$ cat src/uetc_params.svh
// Register offsets, field positions and codes for the endpoint type block
`ifndef UETC_PARAMS_SVH
`define UETC_PARAMS_SVH

`define UETC_OFF_MAXPKT 8'h04
`define UETC_OFF_TYPE 8'h08
`define UETC_OFF_STATUS 8'h10
`define UETC_OFF_INDEX 8'h2C

`define UETC_TYP_MSB 1
`define UETC_DBL_BIT 2
`define UETC_EN_BIT 3
`define UETC_NOZLP_BIT 4
`define UETC_TYPE_W 5
`define UETC_SIZE_W 11
`define UETC_MPS_W 13

`define UETC_ALLOC_W 12
`define UETC_RESP_OKAY 2'h0
`define UETC_RESP_SLVERR 2'h2

`endif

$ cat src/uetc_pkg.sv
// Types shared by the endpoint type block
`default_nettype none
package uetc_pkg;

	typedef enum logic [1:0] {
		XFER_UNUSED = 2'h0,
		XFER_ISO = 2'h1,
		XFER_BULK = 2'h2,
		XFER_INTR = 2'h3
	} uetc_xfer_type;

	typedef enum logic [1:0] {
		RD_IDLE = 2'h0,
		RD_WAIT = 2'h1,
		RD_RESP = 2'h2
	} uetc_rd_state_type;

endpackage

`default_nettype wire

$ cat src/uetc_cfg_mem.sv
// Per-endpoint storage with one write port and two registered read ports
`timescale 1ns/1ps
`default_nettype none

module uetc_cfg_mem #(
	parameter int DEPTH = 8,
	parameter int WIDTH = 5,
	parameter int AW = 3
) (
	// Clock and reset
	input wire logic clk,
	input wire logic reset_n,
	input wire logic clear,
	// Write port
	input wire logic wr_en,
	input wire logic [AW-1:0] wr_addr,
	input wire logic [WIDTH-1:0] wr_data,
	// Read ports
	input wire logic [AW-1:0] a_addr,
	output logic [WIDTH-1:0] a_data,
	input wire logic [AW-1:0] b_addr,
	output logic [WIDTH-1:0] b_data
);

	logic [WIDTH-1:0] mem_reg [DEPTH];

	always_ff @(posedge clk or negedge reset_n) begin
		if (!reset_n) begin
			for (int i = 0; i < DEPTH; i++) begin
				mem_reg[i] <= '0;
			end
		end else if (clear) begin
			for (int i = 0; i < DEPTH; i++) begin
				mem_reg[i] <= '0;
			end
		end else if (wr_en) begin
			mem_reg[wr_addr] <= wr_data;
		end
	end

	always_ff @(posedge clk or negedge reset_n) begin
		if (!reset_n) begin
			a_data <= '0;
			b_data <= '0;
		end else begin
			a_data <= mem_reg[a_addr];
			b_data <= mem_reg[b_addr];
		end
	end

endmodule

`default_nettype wire

$ cat src/uetc_ep_config.sv
// Endpoint type configuration registers with AXI4-Lite access
//
// How it works
// - 16-bit config register at 08h, per indexed endpoint
// - Bits 1:0 encode unused, iso, bulk, interrupt
// - Bit 3 enables or disables endpoint FIFO
// - Enabled endpoint gets buffer sized by max-packet
// - Bit 2 selects double or single buffering
// - Bit 4 low sends zero-length packet after DMA
// - Stall keeps data toggle unchanged
// - Eleven-bit size field sets FIFO bytes
//
// Our own choice: register access over AXI4-Lite.
`timescale 1ns/1ps
`default_nettype none
`include "uetc_params.svh"

module uetc_ep_config #(
	parameter int NUM_EP = 8,
	parameter int EP_AW = 3,
	parameter int ADDR_W = 8
) (
	// Clock and reset
	input wire logic clk,
	input wire logic reset_n,
	// AXI4-Lite write
	input wire logic [ADDR_W-1:0] s_axi_awaddr,
	input wire logic s_axi_awvalid,
	output logic s_axi_awready,
	input wire logic [31:0] s_axi_wdata,
	input wire logic [3:0] s_axi_wstrb,
	input wire logic s_axi_wvalid,
	output logic s_axi_wready,
	output logic [1:0] s_axi_bresp,
	output logic s_axi_bvalid,
	input wire logic s_axi_bready,
	// AXI4-Lite read
	input wire logic [ADDR_W-1:0] s_axi_araddr,
	input wire logic s_axi_arvalid,
	output logic s_axi_arready,
	output logic [31:0] s_axi_rdata,
	output logic [1:0] s_axi_rresp,
	output logic s_axi_rvalid,
	input wire logic s_axi_rready,
	// USB engine events
	input wire logic usb_bus_reset,
	input wire logic [NUM_EP-1:0] ep_stalled,
	input wire logic toggle_advance,
	input wire logic [EP_AW-1:0] toggle_ep,
	input wire logic dma_in_done,
	input wire logic [EP_AW-1:0] dma_ep,
	input wire logic in_token,
	input wire logic [EP_AW-1:0] in_ep,
	// Endpoint state
	output logic [NUM_EP-1:0] ep_fifo_active,
	output logic [NUM_EP-1:0] ep_double_buffer,
	output logic [NUM_EP-1:0] data_toggle,
	output logic zlp_send,
	output logic [EP_AW-1:0] zlp_ep,
	// Config lookup
	input wire logic [EP_AW-1:0] query_ep,
	output uetc_pkg::uetc_xfer_type query_type,
	output logic [`UETC_ALLOC_W-1:0] query_alloc
);

	localparam logic [2:0] SEL_NONE = 3'h0;
	localparam logic [2:0] SEL_INDEX = 3'h1;
	localparam logic [2:0] SEL_MPS = 3'h2;
	localparam logic [2:0] SEL_TYPE = 3'h3;
	localparam logic [2:0] SEL_STATUS = 3'h4;

	function automatic logic [2:0] reg_sel(input logic [ADDR_W-1:0] addr);
		logic [7:0] a;
		a = 8'(addr);
		if (a == `UETC_OFF_INDEX) return SEL_INDEX;
		if (a == `UETC_OFF_MAXPKT) return SEL_MPS;
		if (a == `UETC_OFF_TYPE) return SEL_TYPE;
		if (a == `UETC_OFF_STATUS) return SEL_STATUS;
		return SEL_NONE;
	endfunction

	// Buffer bytes taken by one endpoint
	function automatic logic [`UETC_ALLOC_W-1:0] alloc_bytes(input logic [`UETC_SIZE_W-1:0] size, input logic dbl);
		return dbl ? {size, 1'b0} : {1'b0, size};
	endfunction

	logic aw_have_reg, w_have_reg, awready_reg, wready_reg, bvalid_reg;
	logic [ADDR_W-1:0] awaddr_reg, araddr_reg;
	logic [31:0] wdata_reg;
	logic [3:0] wstrb_reg;
	logic [1:0] bresp_reg;
	logic arready_reg, rvalid_reg;
	logic [31:0] rdata_reg, rdata_next;
	logic [1:0] rresp_reg, rresp_next;
	uetc_pkg::uetc_rd_state_type rd_state_reg;
	logic [EP_AW-1:0] index_reg;
	logic [NUM_EP-1:0] ep_enable_reg, ep_double_reg, ep_nozlp_reg, data_toggle_reg, zlp_pending_reg;
	logic zlp_send_reg;
	logic [EP_AW-1:0] zlp_ep_reg;
	logic [1:0] query_type_reg;
	logic [`UETC_ALLOC_W-1:0] query_alloc_reg;
	logic [`UETC_TYPE_W-1:0] type_a, type_b, type_new;
	logic [`UETC_MPS_W-1:0] mps_a, mps_b, mps_new;
	logic commit, type_we, mps_we, en_old, en_new;
	logic [2:0] wsel;

	assign commit = aw_have_reg && w_have_reg && !bvalid_reg;
	assign wsel = reg_sel(awaddr_reg);
	assign type_we = commit && (wsel == SEL_TYPE);
	assign mps_we = commit && (wsel == SEL_MPS);
	// Reserved bits above the defined fields are dropped
	assign type_new = wstrb_reg[0] ? wdata_reg[`UETC_TYPE_W-1:0] : type_a;
	assign mps_new = {wstrb_reg[1] ? wdata_reg[12:8] : mps_a[12:8], wstrb_reg[0] ? wdata_reg[7:0] : mps_a[7:0]};
	assign en_old = ep_enable_reg[index_reg];
	assign en_new = type_new[`UETC_EN_BIT];

	// Port A follows the index, port B serves the USB engine
	uetc_cfg_mem #(.DEPTH(NUM_EP), .WIDTH(`UETC_TYPE_W), .AW(EP_AW)) type_mem (
		.clk(clk),
		.reset_n(reset_n),
		.clear(usb_bus_reset),
		.wr_en(type_we),
		.wr_addr(index_reg),
		.wr_data(type_new),
		.a_addr(index_reg),
		.a_data(type_a),
		.b_addr(query_ep),
		.b_data(type_b)
	);

	uetc_cfg_mem #(.DEPTH(NUM_EP), .WIDTH(`UETC_MPS_W), .AW(EP_AW)) mps_mem (
		.clk(clk),
		.reset_n(reset_n),
		.clear(usb_bus_reset),
		.wr_en(mps_we),
		.wr_addr(index_reg),
		.wr_data(mps_new),
		.a_addr(index_reg),
		.a_data(mps_a),
		.b_addr(query_ep),
		.b_data(mps_b)
	);

	// Write channel
	always_ff @(posedge clk or negedge reset_n) begin
		if (!reset_n) begin
			aw_have_reg <= 1'b0;
			w_have_reg <= 1'b0;
			awready_reg <= 1'b0;
			wready_reg <= 1'b0;
			bvalid_reg <= 1'b0;
			bresp_reg <= `UETC_RESP_OKAY;
			awaddr_reg <= '0;
			wdata_reg <= 32'h0000_0000;
			wstrb_reg <= 4'h0;
		end else begin
			if (s_axi_awvalid && awready_reg) begin
				aw_have_reg <= 1'b1;
				awready_reg <= 1'b0;
				awaddr_reg <= s_axi_awaddr;
			end else if (!aw_have_reg && !bvalid_reg) begin
				awready_reg <= 1'b1;
			end
			if (s_axi_wvalid && wready_reg) begin
				w_have_reg <= 1'b1;
				wready_reg <= 1'b0;
				wdata_reg <= s_axi_wdata;
				wstrb_reg <= s_axi_wstrb;
			end else if (!w_have_reg && !bvalid_reg) begin
				wready_reg <= 1'b1;
			end
			if (commit) begin
				bvalid_reg <= 1'b1;
				bresp_reg <= (wsel == SEL_NONE) ? `UETC_RESP_SLVERR : `UETC_RESP_OKAY;
			end else if (bvalid_reg && s_axi_bready) begin
				bvalid_reg <= 1'b0;
				aw_have_reg <= 1'b0;
				w_have_reg <= 1'b0;
			end
		end
	end

	always_ff @(posedge clk or negedge reset_n) begin
		if (!reset_n) begin
			index_reg <= '0;
		end else if (commit && wsel == SEL_INDEX && wstrb_reg[0]) begin
			index_reg <= wdata_reg[EP_AW-1:0];
		end
	end

	// Read data selection
	always_comb begin
		rdata_next = 32'h0000_0000;
		rresp_next = `UETC_RESP_OKAY;
		case (reg_sel(araddr_reg))
			SEL_INDEX: rdata_next = 32'(index_reg);
			SEL_MPS: rdata_next = 32'(mps_a);
			SEL_TYPE: rdata_next = 32'(type_a);
			SEL_STATUS: rdata_next = {4'h0, alloc_bytes(mps_a[`UETC_SIZE_W-1:0], type_a[`UETC_DBL_BIT]),
				14'h0000, zlp_pending_reg[index_reg], data_toggle_reg[index_reg]};
			default: rresp_next = `UETC_RESP_SLVERR;
		endcase
	end

	always_ff @(posedge clk or negedge reset_n) begin
		if (!reset_n) begin
			rd_state_reg <= uetc_pkg::RD_IDLE;
			arready_reg <= 1'b0;
			rvalid_reg <= 1'b0;
			araddr_reg <= '0;
			rdata_reg <= 32'h0000_0000;
			rresp_reg <= `UETC_RESP_OKAY;
		end else begin
			case (rd_state_reg)
				uetc_pkg::RD_IDLE: begin
					if (s_axi_arvalid && arready_reg) begin
						araddr_reg <= s_axi_araddr;
						arready_reg <= 1'b0;
						rd_state_reg <= uetc_pkg::RD_WAIT;
					end else begin
						arready_reg <= 1'b1;
					end
				end
				uetc_pkg::RD_WAIT: begin
					rdata_reg <= rdata_next;
					rresp_reg <= rresp_next;
					rvalid_reg <= 1'b1;
					rd_state_reg <= uetc_pkg::RD_RESP;
				end
				uetc_pkg::RD_RESP: begin
					if (s_axi_rready) begin
						rvalid_reg <= 1'b0;
						rd_state_reg <= uetc_pkg::RD_IDLE;
					end
				end
				default: begin
					rvalid_reg <= 1'b0;
					rd_state_reg <= uetc_pkg::RD_IDLE;
				end
			endcase
		end
	end

	// Per-endpoint mirrors of enable, double buffer and zero-length choice
	always_ff @(posedge clk or negedge reset_n) begin
		if (!reset_n) begin
			ep_enable_reg <= '0;
			ep_double_reg <= '0;
			ep_nozlp_reg <= '0;
		end else if (usb_bus_reset) begin
			ep_enable_reg <= '0;
			ep_double_reg <= '0;
			ep_nozlp_reg <= '0;
		end else if (type_we) begin
			ep_enable_reg[index_reg] <= en_new;
			ep_double_reg[index_reg] <= type_new[`UETC_DBL_BIT];
			ep_nozlp_reg[index_reg] <= type_new[`UETC_NOZLP_BIT];
		end
	end

	// Data toggle per endpoint
	always_ff @(posedge clk or negedge reset_n) begin
		if (!reset_n) begin
			data_toggle_reg <= '0;
		end else if (usb_bus_reset) begin
			data_toggle_reg <= '0;
		end else begin
			if (toggle_advance && ep_enable_reg[toggle_ep] && !ep_stalled[toggle_ep]) begin
				data_toggle_reg[toggle_ep] <= !data_toggle_reg[toggle_ep];
			end
			if (type_we && en_old != en_new) begin
				data_toggle_reg[index_reg] <= 1'b0;
			end
		end
	end

	// Zero-length packet owed after a DMA IN transfer; a new set beats a clear
	always_ff @(posedge clk or negedge reset_n) begin
		if (!reset_n) begin
			zlp_pending_reg <= '0;
			zlp_send_reg <= 1'b0;
			zlp_ep_reg <= '0;
		end else if (usb_bus_reset) begin
			zlp_pending_reg <= '0;
			zlp_send_reg <= 1'b0;
		end else begin
			zlp_send_reg <= in_token && zlp_pending_reg[in_ep];
			zlp_ep_reg <= in_ep;
			if (in_token && zlp_pending_reg[in_ep]) begin
				zlp_pending_reg[in_ep] <= 1'b0;
			end
			if (dma_in_done && ep_enable_reg[dma_ep] && !ep_nozlp_reg[dma_ep]) begin
				zlp_pending_reg[dma_ep] <= 1'b1;
			end
		end
	end

	// Lookup for the USB engine, two cycles after query_ep
	always_ff @(posedge clk or negedge reset_n) begin
		if (!reset_n) begin
			query_type_reg <= 2'h0;
			query_alloc_reg <= '0;
		end else begin
			query_type_reg <= type_b[`UETC_TYP_MSB:0];
			query_alloc_reg <= type_b[`UETC_EN_BIT] ?
				alloc_bytes(mps_b[`UETC_SIZE_W-1:0], type_b[`UETC_DBL_BIT]) : '0;
		end
	end

	assign s_axi_awready = awready_reg;
	assign s_axi_wready = wready_reg;
	assign s_axi_bvalid = bvalid_reg;
	assign s_axi_bresp = bresp_reg;
	assign s_axi_arready = arready_reg;
	assign s_axi_rvalid = rvalid_reg;
	assign s_axi_rdata = rdata_reg;
	assign s_axi_rresp = rresp_reg;
	assign ep_fifo_active = ep_enable_reg;
	assign ep_double_buffer = ep_double_reg;
	assign data_toggle = data_toggle_reg;
	assign zlp_send = zlp_send_reg;
	assign zlp_ep = zlp_ep_reg;
	assign query_type = uetc_pkg::uetc_xfer_type'(query_type_reg);
	assign query_alloc = query_alloc_reg;
endmodule

`default_nettype wire

$ cat config.mk
export PLATFORM = sky130hd
export DESIGN_NAME = uetc_ep_config
export DESIGN_NICKNAME = d
export VERILOG_FILES = /design/src/uetc_pkg.sv /design/src/uetc_cfg_mem.sv /design/src/uetc_ep_config.sv
export VERILOG_INCLUDE_DIRS = /design/src
export SDC_FILE = /design/constraint.sdc
export NUM_CORES = 1
export LEC_CHECK = 0
export BUFFER_PORTS_ARGS = -buffer_cell sky130_fd_sc_hd__buf_2
export CAP_MARGIN = 30
export CORE_MARGIN = 2
export CORE_UTILIZATION = 35
export CTS_CLUSTER_DIAMETER = 150
export DETAILED_ROUTE_END_ITERATION = 10
export PLACE_DENSITY = 0.57
export SLEW_MARGIN = 20
export SYNTH_ARGS = -nofsm -noshare
export SYNTH_HDL_FRONTEND = slang
export SYNTH_SLANG_ARGS = --single-unit
$ cat constraint.sdc
create_clock -name clk -period 1.9 [get_ports clk]
set_input_delay 0.19 -clock clk [delete_from_list [all_inputs] [get_ports clk]]
set_output_delay 0.19 -clock clk [all_outputs]
set_load 0.02 [all_outputs]
==> metrics, run 1 <==
synth top area cells dfrtp_1, nand2_1, mux4_2; GP Congestion 0.854; setup TNS 0 ps; HPWL Detailed 30.4 mm; antenna violations before repair 3; Slew @ Worst Pin 693 ps; Leak Pwr 7.51 nW; Hold WC Path Type in2reg; ys flop type dfrtp_1; layout cells sized above 1 28.3%; largest net degree at the start of global routing 76; Startpoint Class flop; post-DR wirelength/cell 21.0 um; clk_lat worst skew 550 ps; Ant. Diodes 0; first-pass GRT wire length 67.9 mm; clock skew 27.5 ps; post-route cell area 0.0175 mm^2; minimum clock period 1900 ps; PD cells 972 mW/mm^2; Pre-antenna DRT Iters 6; critical path arrival 2280 ps; CTS tree done; Post-synth EDFFs 0; num ports 166; max-slew violations 0; FMAX 0.528 GHz; Synth top cells by count dfrtp_1, nand2_1, a21oi_1; # rows 72; Post-Synthesis Cell Area 0.0138 mm^2; final hold violations 0; IR drop worst, VDD 1.05 mV; Seq/Total Area, Yosys 51.1%; Crit. End Element flop; Async S/R FF share, synth 100%; RSZ-0062 raised after global routing yes; post-route ant nets 0; Tcrit/Tclk final 99.7%; DR vias 11388; vias per cell 5.44; Setup WS post-layout 4.96 ps; vias in the first global route 11315; syn_area_per_cell 10.4 um^2; Filler Cell Count 3678; Largest register FFs 104; total core area 0.0387 mm^2; H-Tree Depth 2; IO buf count 135; overall global routing resource usage 21.6%; Req. time, crit path 2290 ps; remaining global-route overflow 0; Synth cell types 63; CTS buffer count 34; Root Buffer clkbuf_16; clk buf depth 3; max cap viols 0; CP Max Fanout 20; initial core utilization 35.6%; remaining routing DRC violations 0; count of final setup violators 0; routed wire length 44.0 mm; Cells after Synth 1319; flops & latches, synth 281; DP Area 0.0157 mm^2; Yosys Warn Count 0; top-area cell type share of the netlist area 51.1%; area leader, netlist dfrtp_1; Die ar. 0.0410 mm^2; worst slack, placed -58.1 ps; Area Growth Syn to Fin 26.9%; status complete, no violations; Nets 1632; clk slew on worst S/H paths 60 ps; slew margin rel. 53.5%; CTS sink count 281; die outline height 202 um; WS Path Type reg2reg; Die Wd 202 um; Starting DRT DRC Count 846
## through the flow
stage	power (mW)	util, %	hold slack, ps	cells
6_report	17.0	45.1	18.4	2093
5_1_grt	17.7	45.1	28.1	2093
4_1_cts	17.0	44.7	6.82	2088
3_5_place_dp	10.2	40.6	139	1984
3_3_place_gp	10.2	40.6	140	1984
2_1_floorplan	8.84	-	-106	1327
## report_power, final
group,switching [mW],internal [mW]
combinational,2.00,1.35
clock,2.64,4.05
sequential,0.459,6.47
## repair_timing
| item | 4_1_cts | 5_1_grt |
|---|---|---|
| setup buffers | 0 | 4 |
| cloned | 0 | 1 |
| pin swaps | 1 | 1 |
| endpoints found under the setup margin | 48 | 137 |
| hold buffers | 42 | 0 |
| resized for setup | 6 | 24 |
| hold endpoints to repair | 211 | 0 |
## per-layer routing
layer	wire, um	GRT usage (%)	vias up	part of all wire [%]
met5	0	0	-	0
met4	1370	8.26	0	3.1
met3	3420	4.48	104	7.8
met2	20400	33.7	503	46
met1	18900	29.4	5661	43
li1	-	-	5120	-
## layout by cell type, fill, tap and decap left out, types with 7 or more instances in the layout
master           n
nor2b_1         19
buf_4           85
mux4_2          36
nand2_1        279
inv_1           17
mux2i_1         61
a21oi_1        133
a22o_1          27
a221oi_1         8
o21ai_0         45
buf_6            8
clkbuf_1         8
a211oi_1         7
buf_2          133
clkbuf_16       35
nor2_1          58
o21ai_1         10
dfrtp_1        278
nand3_1         12
mux2_2          70
xnor2_1         11
buf_12          25
conb_1           9
dlygate4sd3_1   42
a22oi_1         27
nand2b_1        10
## worst max-delay path, cell delays in order, from the launching register on
cell      delay (ps)
dfrtp_2          480
buf_6            180
buf_12           170
and2_1           270
a221oi_1         420
o21ai_0          220
## cells by family after synthesis
kind of cell	synth area share [%]
AO/OA/AOI/OAI	13.3
XOR/XNOR	0.700
buffers and inverters	4.48
flip-flops	51.1
multiplexers	16.0
other	0.0272
AND/OR/NAND/NOR	14.4
## cell type report
class,instances,area (um^2),area share (%)
multi-input combinational,920,6230,35.7
tap,518,648,3.71
sequential,281,7040,40.3
clock inverter,13,168,0.960
inverter,18,67.6,0.387
clock buffer,49,988,5.66
timing repair buffer,294,2330,13.3
## path summary, 6_finish.rpt
check                                        startpoint                               to  slack (ps)  depth (start not counted)
max                            index_reg[2]$_DFFE_PN0P_     mps_mem.a_data[12]$_DFF_PN0_           5                          5
min                                         dma_in_done     zlp_pending_reg[4]$_DFF_PN0_          20                          3
max reg2reg                    index_reg[2]$_DFFE_PN0P_     mps_mem.a_data[12]$_DFF_PN0_           5                          5
min reg2reg                type_mem.b_data[1]$_DFF_PN0_          query_type[1]$_DFF_PN0_         350                          0
max in group asynchronous                       reset_n         index_reg[2]$_DFFE_PN0P_        1020                          3
min in group asynchronous                       reset_n  mps_mem.mem_reg[97]$_DFFE_PN0P_         150                          2
Power figures use the tool's default switching activity.
==> inputs of run 2 (changes only) <==
--- a/config.mk
+++ b/config.mk
@@ -9,10 +9,10 @@
 export BUFFER_PORTS_ARGS = -buffer_cell sky130_fd_sc_hd__buf_2
 export CAP_MARGIN = 30
 export CORE_MARGIN = 2
-export CORE_UTILIZATION = 35
-export CTS_CLUSTER_DIAMETER = 150
+export CORE_UTILIZATION = 40
 export DETAILED_ROUTE_END_ITERATION = 10
-export PLACE_DENSITY = 0.57
+export MAX_ROUTING_LAYER = met4
+export PLACE_DENSITY = 0.62
 export SLEW_MARGIN = 20
 export SYNTH_ARGS = -nofsm -noshare
 export SYNTH_HDL_FRONTEND = slang
==> metrics, run 2 (same netlist as run 1, synthesis figures left out) <==
IR drop worst, VDD 0.658 mV (-37%); register area 0.00704 mm^2 (unchanged); slew margin rel. 60.6% (+7.1 points); Hold Path Sink zlp_pending_reg[4]$_DFF_PN0_; clock skew 11.4 ps (-16.1 ps); Min-Delay Startpoint dma_in_done; RR Endpoint type_mem.mem_reg[11]$_DFFE_PN0P_; area of the multi-input gates 0.00658 mm^2 (+5.6%); post-DR wirelength/cell 21.7 um (+3.2%); die outline height 190 um (-6.3%); PD cells 943 mW/mm^2 (-2.9%); count of final setup violators 21 (+21); Slew @ Worst Pin 588 ps (-106 ps); Die ar. 0.0359 mm^2 (-12%); max cap viols 0 (unchanged); Hold WC Path Type in2reg; post-route ant nets 0 (unchanged); DR vias 11556 (+1.5%); antenna violations before repair 0 (-3); Root Buffer clkbuf_16; Crit. End Element flop; remaining routing DRC violations 0 (unchanged); HPWL Detailed 29.6 mm (-2.5%); remaining global-route overflow 0 (unchanged); Nets 1652 (+1.2%); most frequent cells in the layout dfrtp_1, nand2_1, buf_2, buf_4, a21oi_1; CP Max Fanout 8 (-60%); Setup WS post-layout -55.2 ps (-60.2 ps); minimum clock period 1960 ps (+60.2 ps); clk slew on worst S/H paths 60 ps (about the same); critical path arrival 2380 ps (+100 ps); WS Path Type reg2reg; total core area 0.0337 mm^2 (-13%); num ports 166 (unchanged); reg-to-reg slack, setup -60 ps (-60 ps); worst slack, placed -106 ps (-48.1 ps); Tcrit/Tclk final 103% (+3.2 points); overall global routing resource usage 24.7% (+3.2 points); layout cells sized above 1 33.9% (+5.6 points); max-slew violations 0 (unchanged); Die Wd 190 um (-6.3%); status finished with violations; Ant. Diodes 0 (unchanged); clk buf depth 3 (unchanged); CTS sink count 281 (unchanged); routed wire length 44.3 mm (+0.56%); commonest non-fill, non-tap cell in the layout dfrtp_1; final hold violations 0 (unchanged); GP Congestion 0.927 (+8.5%); hold_ws 27.7 ps (+9.27 ps); vias in the first global route 11515 (+1.8%); CTS tree done; initial core utilization 40.9% (+5.3 points); Filler Cell Count 2929 (-20%); Req. time, crit path 2320 ps (+30 ps); Hold Path Depth 3 (unchanged); total power 16.9 mW (-0.47%); Leak Pwr 7.89 nW (+5.0%); Area Growth Syn to Fin 30.1%; H-Tree Depth 1 (-1); IO buf count 135 (unchanged); worst setup path start awaddr_reg[6]$_DFFE_PN0P_; vias per cell 5.67 (+4.2%); R2R depth 8 (+3); FMAX 0.511 GHz (-3.1%); Pre-antenna DRT Iters 6 (unchanged); Startpoint Class flop; RR Startpoint awaddr_reg[6]$_DFFE_PN0P_; clk_lat worst skew 560 ps (about the same); RSZ-0062 raised after global routing yes; largest net degree at the start of global routing 73 (-3.9%); CTS buffer count 29 (-15%); # rows 67 (-6.9%); violated checks negative setup slack; Starting DRT DRC Count 1167 (+38%); first-pass GRT wire length 66.6 mm (-2.0%); Largest register FFs 104 (unchanged)
[run 2: cell count changes in the layout (fill, tap and decap cells not counted), moves of 16 or more]
cell / change
a21oi_2: +33
nand2_1: -34
buf_4: +17
nand2_4: +18
nand2_2: +16
a21oi_1: -33
[run 2: where the power goes]
part | switching, mW | leakage, nW | internal (mW) | total, mW
sequential | 0.456 | 3.82 | 6.46 | 6.92
clock | 2.41 | 0.518 | 3.84 | 6.25
combinational | 2.27 | 3.55 | 1.46 | 3.72
[run 2: per-stage QoR]
| step | TNS (ps) | area [um^2] | std cells | util (%) |
|---|---|---|---|---|
| 2_1_floorplan | 0 | 13800 | 1327 | - |
| 3_3_place_gp | -675 | 15700 | 1920 | 46.6 |
| 3_5_place_dp | -1010 | 15700 | 1920 | 46.6 |
| 4_1_cts | -258 | 17300 | 2023 | 51.3 |
| 5_1_grt | -6500 | 17900 | 2039 | 53.2 |
| 6_report | -349 | 17900 | 2039 | 53.2 |
[run 2: how the worst max path moves through the flow]
stage / endpoint / slack [ps] / cells after the start
final: type_mem.mem_reg[11]$_DFFE_PN0P_ / -60 / 8
after global routing: type_mem.mem_reg[0]$_DFFE_PN0P_ / -130 / 8
after CTS: type_mem.mem_reg[23]$_DFFE_PN0P_ / -40 / 8
after detailed placement: data_toggle[6]$_DFF_PN0_ / -110 / 5
after global placement: data_toggle[2]$_DFF_PN0_ / -50 / 5
after floorplan: ep_fifo_active[1]$_DFFE_PN0P_ / 90 / 6
[run 2: worst max-delay path: stages, from the launching register on]
cell	delay (ps)
dfrtp_1	410
nor4_4	280
buf_4	190
nand4_4	100
buf_12	180
buf_4	140
nor2_4	220
mux2i_1	230
nor2_1	60
[run 2: cell type report]
type                       instances  area share, %
inverter                          18          0.377
multi-input combinational        920           36.7
clock buffer                      39           4.60
sequential                       281           39.3
clock inverter                    14           1.26
timing repair buffer             319           14.6
tap                              448           3.13
[run 2: metal layers]
layer | vias to the layer above | wire length, um | track usage (%)
li1 | 5141 | - | -
met4 | 0 | 1460 | 7.99
met3 | 106 | 3720 | 4.74
met1 | 5780 | 18800 | 33.1
met2 | 529 | 20300 | 38.3
met5 | - | 0 | -
[run 2: timing repair]
action | 4_1_cts | 5_1_grt
endpoints found under the hold margin | 325 | 0
resized for setup | 10 | 124
buffers inserted | 7 | 13
cloned | 1 | 3
hold buffers | 42 | 0
pin swaps | 3 | 72
endpoints found under the setup margin | 30 | 154
==> inputs of run 3 (changes only) <==
--- a/config.mk
+++ b/config.mk
@@ -8,11 +8,11 @@
 export LEC_CHECK = 0
 export BUFFER_PORTS_ARGS = -buffer_cell sky130_fd_sc_hd__buf_2
 export CAP_MARGIN = 30
-export CORE_MARGIN = 2
 export CORE_UTILIZATION = 40
 export DETAILED_ROUTE_END_ITERATION = 10
 export MAX_ROUTING_LAYER = met4
 export PLACE_DENSITY = 0.62
+export REMOVE_ABC_BUFFERS = 1
 export SLEW_MARGIN = 20
 export SYNTH_ARGS = -nofsm -noshare
 export SYNTH_HDL_FRONTEND = slang
==> metrics, run 3 (same netlist as run 1, synthesis figures left out) <==
status complete, no violations; clk_lat worst skew 580 ps (+20 ps); clock skew 37.4 ps (+26.0 ps); Root Buffer clkbuf_16; max cap viols 0 (unchanged); num ports 166 (unchanged); HPWL Detailed 28.2 mm (-4.8%); Hold Path Depth 2 (-1); wire length on met1 17.6 mm (-6.4%); hold_ws 26.5 ps (-1.15 ps); Req. time, crit path 2370 ps (+50 ps); critical path arrival 2360 ps (-20 ps); initial core utilization 40.9% (unchanged); remaining routing DRC violations 0 (unchanged); first-pass GRT wire length 65.5 mm (-1.6%); Tcrit/Tclk final 99.5% (-3.5 points); total core area 0.0337 mm^2 (unchanged); CTS buffer count 30 (+3.4%); vias per cell 5.68 (+0.27%); final hold violations 0 (unchanged); Max stage delay cell, worst path dfrtp_1; most frequent cells in the layout dfrtp_1, nand2_1, buf_2, a21oi_1, buf_4; setup TNS 0 ps (+349 ps); slew margin rel. 51.5% (-9.0 points); Leak Pwr 7.60 nW (-3.7%); post-route ant nets 0 (unchanged); routed wire length 43.2 mm (-2.4%); Filler Cell Count 2960 (+1.1%); crit-path cells nor4_4 > buf_4 > nand3_4 > nor3_2 > buf_12 > nand2_1 > a21oi_1; layout cells sized above 1 30.1% (-3.8 points); routed wl met3 4.16 mm (+12%); # rows 67 (unchanged); antenna violations before repair 0 (unchanged); met2 wire len 20.0 mm (-1.4%); post-DR wirelength/cell 21.4 um (-1.6%); PD cells 939 mW/mm^2 (-0.43%); CTS sink count 281 (unchanged); CTS tree done; count of final setup violators 0 (-100%); Area Growth Syn to Fin 28.6%; Die Wd 188 um (-1.1%); Largest register FFs 104 (unchanged); Pre-antenna DRT Iters 6 (unchanged); clk buf depth 3 (unchanged); FMAX 0.529 GHz (+3.5%); Starting DRT DRC Count 1142 (-2.1%); GP Congestion 0.897 (-3.3%); IR drop worst, VDD 1.10 mV (+67%); total power 16.6 mW (-1.6%); crit-path max cell delay 400 ps (about the same); max-slew violations 0 (unchanged); Slew @ Worst Pin 722 ps (+135 ps); commonest non-fill, non-tap cell in the layout dfrtp_1; vias in the first global route 11229 (-2.5%); remaining global-route overflow 0 (unchanged); final core utilization 52.5% (-0.62 points); minimum clock period 1890 ps (-65.6 ps); Die ar. 0.0352 mm^2 (-2.1%); Startpoint Class flop; H-Tree Depth 1 (unchanged); IO buf count 135 (unchanged); area of the multi-input gates 0.00639 mm^2 (-2.9%); register area 0.00704 mm^2 (unchanged); Crit. End Element flop; R2R depth 7 (-1); uppermost layer routed met4; WS Path Type reg2reg; RSZ-0062 raised after global routing yes; DR vias 11491 (-0.56%); die outline height 188 um (-1.1%); Nets 1633 (-1.2%); overall global routing resource usage 24.8% (+0.065 points); Ant. Diodes 0 (unchanged); Hold WC Path Type in2reg; CP Max Fanout 13 (+5); clk slew on worst S/H paths 60 ps (about the same); largest net degree at the start of global routing 102 (+40%); reg-to-reg slack, setup 10 ps (+70 ps)
-- run 3: changes by cell type in the layout (fill, tap and decap cells not counted), sizes merged --
cell and delta:
buf -24, bufbuf -1, bufinv -2, clkbuf +5
clkinv -2, clkinvlp +4, dlygate4sd3 +4, inv -1
-- run 3: per-stage QoR --
step	worst slack [ps]	instance area, um^2	instances
after floorplan	-580	13300	1219
after global placement	-67.7	15600	1906
after detailed placement	-102	15600	1906
after CTS	-24.5	17300	2011
after global routing	-123	17700	2022
final	10.4	17700	2022
-- run 3: cell type report --
type | instances | area share [%]
Multi-Input combinational cell | 920 | 36.1
Sequential cell | 281 | 39.7
Clock inverter | 13 | 1.07
Clock buffer | 43 | 5.08
Tap cell | 448 | 3.17
Inverter | 18 | 0.382
Timing Repair Buffer | 299 | 14.5
-- run 3: power breakdown --
group          internal, mW  total (mW)  switching, mW  leakage, nW
logic                  1.34        3.34           1.99         3.26
clock network          3.83        6.33           2.50        0.521
registers              6.46        6.96          0.495         3.82
total                  11.6        16.6           4.99         7.60
-- run 3: critical path, delay by kind of cell (launching register included) --
kind                   cells  cell delay (ps)
and+or+nand+nor            4              820
buffers and inverters      2              410
DFF                        1              400
AOI/OAI and AO/OA          1              170
-- run 3: worst paths after layout --
| check | from | to |
|---|---|---|
| max | awaddr_reg[6]$_DFFE_PN0P_ | mps_mem.mem_reg[68]$_DFFE_PN0P_ |
| min | in_ep[1] | zlp_ep[1]$_DFFE_PN0N_ |
| max reg2reg | awaddr_reg[6]$_DFFE_PN0P_ | mps_mem.mem_reg[68]$_DFFE_PN0P_ |
| min reg2reg | type_mem.b_data[0]$_DFF_PN0_ | query_type[0]$_DFF_PN0_ |
| max in group asynchronous | reset_n | mps_mem.mem_reg[75]$_DFFE_PN0P_ |
| min in group asynchronous | reset_n | mps_mem.mem_reg[91]$_DFFE_PN0P_ |
-- run 3: metal layers --
metal / track usage (%) / vias up
met2: 38.2 / 574
met5: - / -
met3: 4.75 / 122
met1: 33.1 / 5689
li1: - / 5106
met4: 7.97 / 0
-- run 3: what timing repair did --
item / 4_1_cts / 5_1_grt
cloned: 0 / 5
endpoints found under the setup margin: 21 / 120
hold endpoints to repair: 244 / 0
setup buffers: 3 / 6
pin swaps: 1 / 10
gates resized for setup: 4 / 69
hold buffers: 46 / 0
